[src/rtl/per_pkg.sv]
// Package of constants, codes and types for the programmer error reporter
//
// How it works
// A failed command makes the block send ERROR: and the code as two hex digits to the host.
// Target statuses command-number, parameter and checksum error report 04, 05 and 07.
// Target statuses verification, protection and negative acknowledge report 0F, 10 and 15.
// Target statuses erasure, blank and write error report 1A, 1B and 1C.
// Target statuses frequency and ID authentication error report 23 and 24.
// An unknown host command or bad parameter data reports F9.
// Host data overflowing the receive buffer reports FA.
// The host uses XON/XOFF flow control so that the receive buffer is not overrun.
// A malformed S-record received during load-image or erase-program reports FB.
// S-records whose addresses do not ascend also report FB.
// A target exchange that runs past its allowed time reports FC.
// A load-image S-record address outside the permitted flash ranges reports FD.
// A target packet with a bad format reports FE.
// Any internal failure or unexpected state reports FF.
// Load-image may use code flash 0x00000-0x7FFFF and data flash 0xF1000-0xF2FFF only.
// Erase-program sends PASS after each phase that completes: connect, erase and write.
// After an error text the command is dropped and the block waits for the next command.
package per_pkg;

    localparam int CLK_MHZ         = 50;
    localparam int TGT_TIMEOUT_US  = 1000;
    localparam int TGT_TIMEOUT_CYC = TGT_TIMEOUT_US * CLK_MHZ;

    // Error codes; target status bytes carry the same values
    localparam logic [7:0] ERR_CMD_NUM = 8'h04;
    localparam logic [7:0] ERR_PARAM   = 8'h05;
    localparam logic [7:0] ERR_CSUM    = 8'h07;
    localparam logic [7:0] ERR_VERIFY  = 8'h0F;
    localparam logic [7:0] ERR_PROT    = 8'h10;
    localparam logic [7:0] ERR_NEG_ACK = 8'h15;
    localparam logic [7:0] ERR_ERASE   = 8'h1A;
    localparam logic [7:0] ERR_BLANK   = 8'h1B;
    localparam logic [7:0] ERR_WRITE   = 8'h1C;
    localparam logic [7:0] ERR_FREQ    = 8'h23;
    localparam logic [7:0] ERR_ID_AUTH = 8'h24;
    localparam logic [7:0] ERR_HOST    = 8'hF9;
    localparam logic [7:0] ERR_OVR     = 8'hFA;
    localparam logic [7:0] ERR_SREC    = 8'hFB;
    localparam logic [7:0] ERR_TMO     = 8'hFC;
    localparam logic [7:0] ERR_RANGE   = 8'hFD;
    localparam logic [7:0] ERR_PKT     = 8'hFE;
    localparam logic [7:0] ERR_SYS     = 8'hFF;

    // Failure sources, lowest index has highest priority
    localparam int NUM_FLAGS = 8;
    localparam int F_SYS = 0;
    localparam int F_TMO = 1;
    localparam int F_PKT = 2;
    localparam int F_ST  = 3;
    localparam int F_FMT = 4;
    localparam int F_RNG = 5;
    localparam int F_CMD = 6;
    localparam int F_OVR = 7;
    localparam logic [7:0] ERR_BY_PRIO [0:NUM_FLAGS-1] =
        '{ERR_SYS, ERR_TMO, ERR_PKT, ERR_PKT, ERR_SREC, ERR_RANGE, ERR_HOST, ERR_OVR};

    localparam logic [31:0] CF_LO = 32'h0000_0000;
    localparam logic [31:0] CF_HI = 32'h0007_FFFF;
    localparam logic [31:0] DF_LO = 32'h000F_1000;
    localparam logic [31:0] DF_HI = 32'h000F_2FFF;

    // Text bytes
    localparam logic [7:0] ERR_TXT [0:5] = '{8'h45, 8'h52, 8'h52, 8'h4F, 8'h52, 8'h3A};
    localparam logic [7:0] PASS_TXT [0:3] = '{8'h50, 8'h41, 8'h53, 8'h53};
    localparam logic [7:0] CH_CR      = 8'h0D;
    localparam logic [7:0] CH_LF      = 8'h0A;
    localparam logic [7:0] CH_DIGIT   = 8'h30;
    localparam logic [7:0] CH_LETTER  = 8'h37;
    localparam logic [3:0] ERR_LEN    = 4'hA;
    localparam logic [3:0] PASS_LEN   = 4'h6;
    localparam logic [3:0] ERR_PFX    = 4'h6;
    localparam logic [3:0] PASS_PFX   = 4'h4;
    localparam logic [3:0] NIB_TEN    = 4'hA;

    typedef enum logic [1:0] {
        ST_IDLE = 2'b00,
        ST_RUN  = 2'b01,
        ST_ERR  = 2'b10
    } per_state_e;

endpackage

[src/rtl/per_text_tx.sv]
// Byte sender for the ERROR:XX and PASS host texts
`timescale 1ns/100ps
module per_text_tx (
    input  wire logic       core_clk_i,
    input  wire logic       reset_n_i,
    input  wire logic       start_i,
    input  wire logic       pass_i,
    input  wire logic [7:0] code_i,
    input  wire logic       tx_ready_i,
    output logic      [7:0] tx_data_o,
    output logic            tx_valid_o,
    output logic            busy_o
);

    logic       pass_txt;
    logic [7:0] code;
    logic [3:0] idx;
    logic       next_busy;
    logic       next_pass_txt;
    logic [7:0] next_code;
    logic [3:0] next_idx;
    logic [7:0] next_data;
    logic       next_valid;

    function automatic logic [7:0] hex_char(input logic [3:0] nib);
        hex_char = (nib < per_pkg::NIB_TEN) ? per_pkg::CH_DIGIT + {4'h0, nib}
                                            : per_pkg::CH_LETTER + {4'h0, nib};
    endfunction

    function automatic logic [7:0] msg_char(input logic p, input logic [7:0] c,
                                            input logic [3:0] i);
        logic [3:0] pfx;
        pfx = p ? per_pkg::PASS_PFX : per_pkg::ERR_PFX;
        if (i < pfx) begin
            msg_char = p ? per_pkg::PASS_TXT[i[1:0]] : per_pkg::ERR_TXT[i[2:0]];
        end else if (!p && i == pfx) begin
            msg_char = hex_char(c[7:4]);
        end else if (!p && i == pfx + 4'h1) begin
            msg_char = hex_char(c[3:0]);
        end else if (i == (p ? per_pkg::PASS_LEN : per_pkg::ERR_LEN) - 4'h2) begin
            msg_char = per_pkg::CH_CR;
        end else begin
            msg_char = per_pkg::CH_LF;
        end
    endfunction

    always_comb begin
        next_busy     = busy_o;
        next_pass_txt = pass_txt;
        next_code     = code;
        next_idx      = idx;
        next_data     = tx_data_o;
        next_valid    = tx_valid_o;
        if (!busy_o && start_i) begin
            next_busy     = 1'b1;
            next_pass_txt = pass_i;
            next_code     = code_i;
            next_idx      = 4'h0;
            next_data     = msg_char(pass_i, code_i, 4'h0);
            next_valid    = 1'b1;
        end else if (tx_valid_o && tx_ready_i) begin
            if (idx == (pass_txt ? per_pkg::PASS_LEN : per_pkg::ERR_LEN) - 4'h1) begin
                next_busy  = 1'b0;
                next_valid = 1'b0;
            end else begin
                next_idx  = idx + 4'h1;
                next_data = msg_char(pass_txt, code, idx + 4'h1);
            end
        end
    end

    always_ff @(posedge core_clk_i or negedge reset_n_i) begin
        if (!reset_n_i) begin
            busy_o     <= 1'b0;
            pass_txt   <= 1'b0;
            code       <= 8'h00;
            idx        <= 4'h0;
            tx_data_o  <= 8'h00;
            tx_valid_o <= 1'b0;
        end else begin
            busy_o     <= next_busy;
            pass_txt   <= next_pass_txt;
            code       <= next_code;
            idx        <= next_idx;
            tx_data_o  <= next_data;
            tx_valid_o <= next_valid;
        end
    end

endmodule // per_text_tx

[src/rtl/per_error_reporter.sv]
// Error classification and reporting for the flash programmer command flow
`timescale 1ns/100ps
module per_error_reporter #(
    parameter int         TIMEOUT_CYC = per_pkg::TGT_TIMEOUT_CYC,
    parameter logic [7:0] ST_ACK      = 8'h06
) (
    input  wire logic        core_clk_i,
    input  wire logic        reset_n_i,
    input  wire logic        cmd_start_i,
    input  wire logic        cmd_is_ep_i,
    input  wire logic        cmd_done_i,
    input  wire logic        host_cmd_bad_i,
    input  wire logic        host_overrun_i,
    input  wire logic        rec_valid_i,
    input  wire logic [31:0] rec_addr_i,
    input  wire logic        rec_bad_i,
    input  wire logic        tgt_wait_i,
    input  wire logic        tgt_status_valid_i,
    input  wire logic [7:0]  tgt_status_i,
    input  wire logic        tgt_pkt_bad_i,
    input  wire logic        phase_pass_i,
    input  wire logic        sys_fault_i,
    input  wire logic        tx_ready_i,
    output logic      [7:0]  tx_data_o,
    output logic             tx_valid_o,
    output logic             abort_o,
    output logic             busy_o,
    output logic      [7:0]  err_code_o
);

    localparam int TW = $clog2(TIMEOUT_CYC + 1);
    localparam logic [TW-1:0] TMO_LAST = TW'(TIMEOUT_CYC - 1);
    // One queued PASS per phase; phases can finish faster than the host drains text
    localparam logic [1:0]    PASS_MAX = 2'h3;

    per_pkg::per_state_e state;
    per_pkg::per_state_e next_state;
    logic                          err_pend;
    logic                          next_err_pend;
    logic [7:0]                    err_code;
    logic [7:0]                    next_err_code;
    logic [1:0]                    pass_pend;
    logic [1:0]                    next_pass_pend;
    logic                          is_ep;
    logic                          next_is_ep;
    logic                          rec_seen;
    logic                          next_rec_seen;
    logic [31:0]                   last_addr;
    logic [31:0]                   next_last_addr;
    logic [TW-1:0]                 tmo_cnt;
    logic [TW-1:0]                 next_tmo_cnt;
    logic                          next_abort;
    logic                          next_busy;
    logic [7:0]                    next_err_out;
    logic [per_pkg::NUM_FLAGS-1:0] flags;
    logic                          hit;
    logic                          run;
    logic                          txt_start;
    logic                          txt_pass;
    logic                          tx_busy;

    function automatic logic known_status(input logic [7:0] s);
        case (s)
            per_pkg::ERR_CMD_NUM, per_pkg::ERR_PARAM, per_pkg::ERR_CSUM,
            per_pkg::ERR_VERIFY, per_pkg::ERR_PROT, per_pkg::ERR_NEG_ACK,
            per_pkg::ERR_ERASE, per_pkg::ERR_BLANK, per_pkg::ERR_WRITE,
            per_pkg::ERR_FREQ, per_pkg::ERR_ID_AUTH: known_status = 1'b1;
            default:                                  known_status = 1'b0;
        endcase
    endfunction

    function automatic logic in_range(input logic [31:0] a);
        in_range = (a >= per_pkg::CF_LO && a <= per_pkg::CF_HI) ||
                   (a >= per_pkg::DF_LO && a <= per_pkg::DF_HI);
    endfunction

    // Highest-priority source wins when several fail together
    function automatic logic [7:0] pick_code(input logic [per_pkg::NUM_FLAGS-1:0] f,
                                             input logic [7:0] s);
        pick_code = per_pkg::ERR_SYS;
        for (int i = per_pkg::NUM_FLAGS - 1; i >= 0; i--) begin
            if (f[i]) begin
                if (i == per_pkg::F_ST && known_status(s)) begin
                    pick_code = s;
                end else begin
                    pick_code = per_pkg::ERR_BY_PRIO[i];
                end
            end
        end
    endfunction

    ////////////////////////////////////////////////////////////////////////////
    // Failure detection

    assign run = (state == per_pkg::ST_RUN);

    always_comb begin
        flags               = '0;
        flags[per_pkg::F_SYS] = sys_fault_i
                              | (cmd_start_i && state != per_pkg::ST_IDLE)
                              | (phase_pass_i && !(run && is_ep));
        flags[per_pkg::F_TMO] = run && tgt_wait_i && tmo_cnt == TMO_LAST;
        flags[per_pkg::F_PKT] = run && tgt_pkt_bad_i;
        // Unknown status bytes are treated as a malformed packet
        flags[per_pkg::F_ST]  = run && tgt_status_valid_i && tgt_status_i != ST_ACK;
        flags[per_pkg::F_FMT] = run && (rec_bad_i
                              || (rec_valid_i && rec_seen && rec_addr_i <= last_addr));
        flags[per_pkg::F_RNG] = run && !is_ep && rec_valid_i
                              && !in_range(rec_addr_i);
        flags[per_pkg::F_CMD] = host_cmd_bad_i;
        flags[per_pkg::F_OVR] = host_overrun_i;
        hit                   = |flags;
    end

    ////////////////////////////////////////////////////////////////////////////
    // Command sequencing

    always_comb begin
        next_state     = state;
        next_err_pend  = err_pend;
        next_err_code  = err_code;
        next_pass_pend = pass_pend;
        next_is_ep     = is_ep;
        next_rec_seen  = rec_seen;
        next_last_addr = last_addr;
        next_abort     = 1'b0;
        next_err_out   = err_code_o;
        txt_start      = 1'b0;
        txt_pass       = 1'b0;
        next_tmo_cnt   = (run && tgt_wait_i && !flags[per_pkg::F_TMO]) ? tmo_cnt + 1'b1 : '0;
        // Failures while the error text goes out are consequences and are dropped
        if (state != per_pkg::ST_ERR && !err_pend && hit) begin
            next_err_pend = 1'b1;
            next_err_code = pick_code(flags, tgt_status_i);
        end
        if (run && phase_pass_i && is_ep && pass_pend != PASS_MAX) begin
            next_pass_pend = pass_pend + 2'h1;
        end
        if (run && rec_valid_i) begin
            next_rec_seen  = 1'b1;
            next_last_addr = rec_addr_i;
        end
        if (state != per_pkg::ST_ERR && err_pend && !tx_busy) begin
            txt_start    = 1'b1;
            next_err_out = err_code;
            next_state   = per_pkg::ST_ERR;
        end else begin
            if (state != per_pkg::ST_ERR && pass_pend != 2'h0 && !tx_busy) begin
                txt_start      = 1'b1;
                txt_pass       = 1'b1;
                next_pass_pend = next_pass_pend - 2'h1;
            end
            if (state == per_pkg::ST_IDLE && cmd_start_i && !hit) begin
                next_state    = per_pkg::ST_RUN;
                next_is_ep    = cmd_is_ep_i;
                next_rec_seen = 1'b0;
            end
            if (run && cmd_done_i && !hit) begin
                next_state = per_pkg::ST_IDLE;
            end
            if (state == per_pkg::ST_ERR && !tx_busy) begin
                next_state     = per_pkg::ST_IDLE;
                next_err_pend  = 1'b0;
                next_pass_pend = 2'h0;
                next_abort     = 1'b1;
            end
        end
        next_busy = (next_state != per_pkg::ST_IDLE);
    end

    always_ff @(posedge core_clk_i or negedge reset_n_i) begin
        if (!reset_n_i) begin
            state      <= per_pkg::ST_IDLE;
            err_pend   <= 1'b0;
            err_code   <= 8'h00;
            pass_pend  <= 2'h0;
            is_ep      <= 1'b0;
            rec_seen   <= 1'b0;
            last_addr  <= 32'h0000_0000;
            tmo_cnt    <= '0;
            abort_o    <= 1'b0;
            busy_o     <= 1'b0;
            err_code_o <= 8'h00;
        end else begin
            state      <= next_state;
            err_pend   <= next_err_pend;
            err_code   <= next_err_code;
            pass_pend  <= next_pass_pend;
            is_ep      <= next_is_ep;
            rec_seen   <= next_rec_seen;
            last_addr  <= next_last_addr;
            tmo_cnt    <= next_tmo_cnt;
            abort_o    <= next_abort;
            busy_o     <= next_busy;
            err_code_o <= next_err_out;
        end
    end

    per_text_tx u_text (
        .core_clk_i (core_clk_i),
        .reset_n_i  (reset_n_i),
        .start_i    (txt_start),
        .pass_i     (txt_pass),
        .code_i     (err_code),
        .tx_ready_i (tx_ready_i),
        .tx_data_o  (tx_data_o),
        .tx_valid_o (tx_valid_o),
        .busy_o     (tx_busy)
    );
endmodule // per_error_reporter

[config.mk]
export PLATFORM = sky130hd
export DESIGN_NAME = per_error_reporter
export DESIGN_NICKNAME = d
export VERILOG_FILES = /design/src/rtl/per_pkg.sv /design/src/rtl/per_text_tx.sv /design/src/rtl/per_error_reporter.sv
export SDC_FILE = /design/constraint.sdc
export NUM_CORES = 1
export LEC_CHECK = 0
export BUFFER_PORTS_ARGS = -buffer_cell sky130_fd_sc_hd__buf_2
export CORE_ASPECT_RATIO = 0.75
export CORE_UTILIZATION = 40
export CTS_CLUSTER_SIZE = 20
export DETAILED_ROUTE_END_ITERATION = 6
export PLACE_DENSITY = 0.71
export SLEW_MARGIN = 20
export SYNTH_ARGS = -nofsm -noshare
export SYNTH_HDL_FRONTEND = slang
export SYNTH_HIERARCHICAL = 1
export SYNTH_SLANG_ARGS = --single-unit
export TNS_END_PERCENT = 100
[constraint.sdc]
create_clock -name core_clk_i -period 3.3 [get_ports core_clk_i]
set_input_delay 0.165 -clock core_clk_i [delete_from_list [all_inputs] [get_ports core_clk_i]]
set_output_delay 0.165 -clock core_clk_i [all_outputs]
set_load 0.02 [all_outputs]
[Yosys cells after proc, flatten, opt, wreduce, memory -nomap -nowiden]
Memories as Yosys holds them, arrays and structs flattened.
Cells that the tools add are included.
Word-level totals
  register bits after elaboration: 95
  bits in read-only memories: 64
  input bits: 55
  output and inout bits: 19
  word-level logic and storage cells: 201
  memories kept: 1
Operators by class
  add/subtract/negate cells: 17
  order comparisons: 13
  equal/unequal tests: 22
  muxes and demuxes: 64
  bitwise operators: 5
  reductions and logical operators: 63
Memories
  (name not given): words 8, bits a word 8, read ports 1, clocked after Yosys merged registers in 0, write ports 0, line per_text_tx.sv:35  | msg_char = p ? per_pkg::PASS_TXT[i[1:0]] : per_pkg::ERR_TXT[i[2:0]];
Operators by type and width (count)
  $mux 8: 26
  $add 6x4->7 const A: 8
  $eq 8x5->1 const B: 5
  $logic_and 1x1->1: 38
  $ge 32x1->1 const B: 1
  $ge 32x20->1 const B: 1
  $le 32x19->1 const B: 1
  $le 32x20->1 const B: 1
  $le 32x32->1: 1
  $eq 8x3->1 const B: 3
  $mux 2: 10
  $mux 4: 5
  $mux 1: 17
  $add 16x1->16 const B: 1
  $bmux 8 s2: 1
  $eq 16x16->1 const B: 1
  $eq 4x4->1: 4
  $eq 8x6->1 const B: 2
  $lt 4x4->1 const B: 4
  $mux 16: 1
  $add 4x1->4 const B: 3
  $logic_not 4->1: 3
  $reduce_or 11->1: 1
  $reduce_bool 2->1: 5
  other kinds (25): 41

[Depth between registers and ports, before layout]
  word-level depth: 13
  gate-level depth with buffers: 12
  mapped depth without buffers: 10

[By module]
Netlist, hierarchy kept.
By module, submodules not included
  per_error_reporter: instances 1, cells an instance 455, area an instance 4250.3 µm², sequential area each 1826.8 µm²
  per_text_tx: instances 1, cells an instance 187, area an instance 1559.0 µm², sequential area each 525.5 µm²

[Least setup slack after synthesis]
Ideal clock, no wire load.
  path type: in2reg
  start: in rec_addr_i[31]
  end: reg is_ep
  setup time: 125 ps
  data arrival time: 2389 ps
  required time: 3175 ps
  slack: 786 ps
  stages on the path: 6
  buffers on the path: 0
  cell sequence: or4_4 > or4_4 > o221ai_4 > nand4bb_4 > or4_4 > mux2_4
On the way
  cells in the longest elaborated chain, start to end: 9
  elaborated cells on any way between the ends: 17
  classes of those cells: order compare: 5; reduce/logical: 12
Ends and longest elaborated chain
  start, declared: line per_error_reporter.sv:15  | input wire logic [31:0] rec_addr_i,
  $ge 32x1->1 (tied with other cells): line per_error_reporter.sv:73  | in_range = (a >= per_pkg::CF_LO && a <= per_pkg::CF_HI) ||
  $logic_and 1x1->1 (on tied branches): line per_error_reporter.sv:73, per_error_reporter.sv:74
  $logic_or 1x1->1: line per_error_reporter.sv:73
  $logic_not 1->1: line per_error_reporter.sv:109  | && !in_range(rec_addr_i);
  $logic_and 1x1->1: line per_error_reporter.sv:109
  $reduce_or 8->1 (*): line per_error_reporter.sv:112  | hit = |flags;
  $logic_not 1->1 (*): line per_error_reporter.sv:153  | if (state == per_pkg::ST_IDLE && cmd_start_i && !hit) begin
  $logic_and 1x1->1 (*): line per_error_reporter.sv:153
  $reduce_and 2->1 (no source line) (*)
  end signal, assigned: line per_error_reporter.sv:189  | is_ep <= next_is_ep;
  end, declared: line per_error_reporter.sv:44  | logic is_ep;
Mark *: on every way between the ends. The rest lies on a longest branch, timed or not.
A chain may end at the register's enable or synchronous reset.

[Final worst setup path]
  start: reg last_addr[1]
  end: reg err_code[7]
On the way
  cells in the longest elaborated chain, start to end: 9
  elaborated cells on any way between the ends: 11
  classes of those cells: order compare: 1; mux: 5; reduce/logical: 5
Ends and longest elaborated chain
  start, declared: line per_error_reporter.sv:48  | logic [31:0] last_addr;
  start signal, assigned: line per_error_reporter.sv:191  | last_addr <= next_last_addr;
  $le 32x32->1 (*): line per_error_reporter.sv:107  | || (rec_valid_i && rec_seen && rec_addr_i <= last_addr));
  $logic_and 1x1->1 (*): line per_error_reporter.sv:107
  $logic_or 1x1->1 (*): line per_error_reporter.sv:107
  $logic_and 1x1->1 (*): line per_error_reporter.sv:106  | flags[per_pkg::F_FMT] = run && (rec_bad_i
  $mux 8 (5 in series): line per_error_reporter.sv:82  | if (f[i]) begin
  end signal, assigned: line per_error_reporter.sv:187  | err_code <= next_err_code;
  end, declared: line per_error_reporter.sv:40  | logic [7:0] err_code;
Marks and branches as above.

==> impl_metrics.csv <==
group,metric,value,unit
critical_path,crit_type,"reg2reg",
route,wirelength,13000,um
floorplan,die-area,15000,um^2
place,io_buffers,72,
global_routing,grt_pass1_vias,4418,
global_routing,grt_max_degree,50,
pwr,power.total,5.09,mW
critical_path,path_cells,"inv_1 > ha_1 > nor2b_1 > o211ai_1 > a2111oi_0 > o31a_1 > nor2_1 > o21ai_2 > mux2_2",
yosys,async_reset_ff_share,100,%
route,via_count,4704,
yosys,ys_ff_latch,94,
critical_path,worstPathMaxFanout,9,
hold_path,min_from,"rec_addr_i[9]",
clocking,clkSlewWorstSetupHoldPaths,70,ps
cells_and_area,syn_to_final_growth,14.5,%
flow_run,drv_cap,0,
cells_and_area,fillers,1338,
sta,tns,0,ps
cells_and_area,regArea,2350,um^2
pwr,p_leak,2.94,nW
yosys,synthTopCellsByArea,"dfrtp_1 (40%), ha_1 (9.3%), nand2_1 (5.5%)",
clocking,cts_buffer_depth,2,
yosys,ys_warn_count,6,
sta,setup_violations,0,
cells_and_area,nets,807,
global_routing,overflow,0,
hold_path,hold_class,"in2reg",
sta,fmax,0.367,GHz
global_routing,antenna_found_initial,2,
clocking,htreeDepth,3,
sta,hold_slack,41.6,ps
pwr,powerDensity,766,nW/um^2
yosys,yosys-top-cells-count,"dfrtp_1 (94), nand2_1 (85), o21ai_0 (58)",
sta,final_hold_viol_count,0,
clocking,cts_buffers,9,
route,first_pass_iters,5,
yosys,yosysMostFrequentCell,"dfrtp_1",
sta,worst_pin_slew,633,ps
clocking,cts_resized,0,
sta,finalMaxSlewViolations,0,
floorplan,core,13900,um^2
floorplan,die_x,141,um
route,drtIter0Drc,338,
critical_path,cp.required,3520,ps
critical_path,crit_path_top_delay_cell,"a2111oi_0",
critical_path,worst_path_largest_cell_delay,570,ps
floorplan,rows,37,
sta,grt_setup_unrepaired,"no",
yosys,synth_top_area_cell,"dfrtp_1",
route,ant_nets,0,
critical_path,worstReg2RegStart,"last_addr[1]$_DFFE_PN0P_",
sta,finalClockSkew,8.68,ps
sta,min_period,2730,ps
place,dp_hpwl,9960,um
cells_and_area,multi_input_area,3110,um^2
yosys,synth_top_area_share,40.5,%
critical_path,cp-start-kind,"register",
clocking,clkLatencyLatePin,340,ps
route,via_per_inst,5.16,
critical_path,crit_start,"last_addr[1]$_DFFE_PN0P_",
route,drc,0,
yosys,ys_seq_area_share,40.5,%
route,wl_per_cell,14.3,um
outcome,status,"finished clean",
place,placed_cells,892,
pwr,peakVddDrop,315,uV
yosys,syn_inst,642,
global_routing,track_usage,18.4,%
clocking,cts.sink_count,94,
sta,period_share,82.7,%
critical_path,cp.arrival,2950,ps
cells_and_area,fin_util,47.7,%
floorplan,initial_core_util,41.7,%
critical_path,cpLargestDelayFamily,"compound AO/OA/AOI/OAI gates",
cells_and_area,finalNonFillerCells,911,
yosys,synth_flop_cell,"dfrtp_1",
critical_path,cp_num_buf_inv,1,
floorplan,die_y,106,um
yosys,synth_cell_type_count,81,
sta,slew_headroom,57.7,%
clocking,cts_tree,"yes",
yosys,synth_nets,740,
global_routing,grt_first_pass_wirelength,22000,um
floorplan,io_pins,74,
cells_and_area,drive_above_1_share,18.6,%
critical_path,endpoint_kind,"register",
yosys,avgSynthCellArea,9.05,um^2
place,place_congestion,0.846,
yosys,synth_edf_count,0,
yosys,synth_area,5810,um^2
clocking,root_buffer,"clkbuf_16",
==> cell type report <==
type                    instances  area share [%]
repair buffers                 82            6.81
diodes                          2          0.0752
inverters                      56            3.16
flip-flops and latches         94            35.4
clock inverters                 7           0.752
multi-input cells             466            46.8
well taps                     195            3.67
clock buffers                   9            3.39
==> path summary, 6_finish.rpt <==
check,cells past startpoint,endpoint,slack (ps)
worst max-delay path,9,err_code[7]$_DFFE_PN0P_,570
worst min-delay path,3,last_addr[9]$_DFFE_PN0P_,40
worst max register to register,9,err_code[7]$_DFFE_PN0P_,570
worst min register to register,1,tmo_cnt[0]$_DFF_PN0_,470
max in group asynchronous,3,u_text/busy_o$_DFFE_PN0P_,2240
min in group asynchronous,2,tmo_cnt[8]$_DFF_PN0_,390
==> where the power goes <==
group,switching (mW),total (mW),internal [mW]
clock,0.458,0.970,0.512
sequential,0.271,1.83,1.56
combinational,1.36,2.29,0.927
==> metrics by stage <==
stage	instance area (um^2)	setup WS, ps
CTS	6650	607
detailed placement	6360	566
finish	6650	572
global placement	6360	600
floorplan	5810	786
global route	6650	384
==> metal layers <==
layer / vias up / part of all wire [%] / global-route usage [%]
li1: 2380 / - / -
met1: 2198 / 51 / 27.7
met2: 113 / 42 / 25.7
met3: 13 / 5.5 / 4.05
met4: 0 / 1.3 / 5.90
met5: - / 0 / 0
==> what timing repair did <==
action,CTS,global route
buffers inserted,0,0
hold endpoints to repair,48,0
hold buffers,1,0
==> logic make-up after synthesis <==
group / share of synthesized area (%)
simple gates: 20.4
compound gates: 16.5
flops: 40.5
buf+inv: 5.97
fa+ha+maj: 9.26
xor+xnor: 3.75
mux: 3.64
other cells: 0.0646
==> tightest hold or removal path, cell delays in order <==
cell and delay [ps]:
buf_2 90, nand2_1 40, o21ai_0 60
==> flip-flops by register name, summed over array words and instances (netlist names), 2 cells and up <==
name / flops
err_code_o: 8
tmo_cnt: 16
err_code: 8
u_text/tx_data_o: 7
last_addr: 32
pass_pend: 2
u_text/code: 8
state: 2
u_text/idx: 4
==> cell usage in the layout (no fill, tap or decap), types with 3 or more instances in the layout <==
| master | netlist | layout |
|---|---|---|
| or4_4 | 3 | 3 |
| nor3_1 | 8 | 8 |
| nand2b_1 | 4 | 4 |
| o22ai_1 | 3 | 3 |
| nand3b_1 | 3 | 3 |
| nor2_2 | 4 | 4 |
| mux2i_1 | 5 | 5 |
| dfrtp_1 | 94 | 94 |
| inv_1 | 56 | 56 |
| ha_1 | 43 | 43 |
| a211oi_1 | 6 | 6 |
| nand4b_1 | 3 | 3 |
| and3_1 | 4 | 4 |
| mux2_2 | 11 | 11 |
| xnor2_1 | 11 | 11 |
| nor4bb_1 | 4 | 4 |
| nor2_1 | 52 | 52 |
| nand2_1 | 85 | 85 |
| clkbuf_16 | 0 | 9 |
| o211ai_1 | 9 | 9 |
| buf_2 | 4 | 71 |
| nor2b_1 | 7 | 7 |
| clkinvlp_4 | 0 | 3 |
| nand3_1 | 19 | 19 |
| nand4_1 | 11 | 11 |
| buf_4 | 5 | 9 |
| a21oi_1 | 23 | 23 |
| nor4_1 | 3 | 3 |
| o21ai_0 | 58 | 58 |
| o21ai_1 | 11 | 11 |
| xor2_1 | 12 | 12 |
| a2111oi_0 | 3 | 3 |
Note: power is estimated with default switching activity, not from simulation.
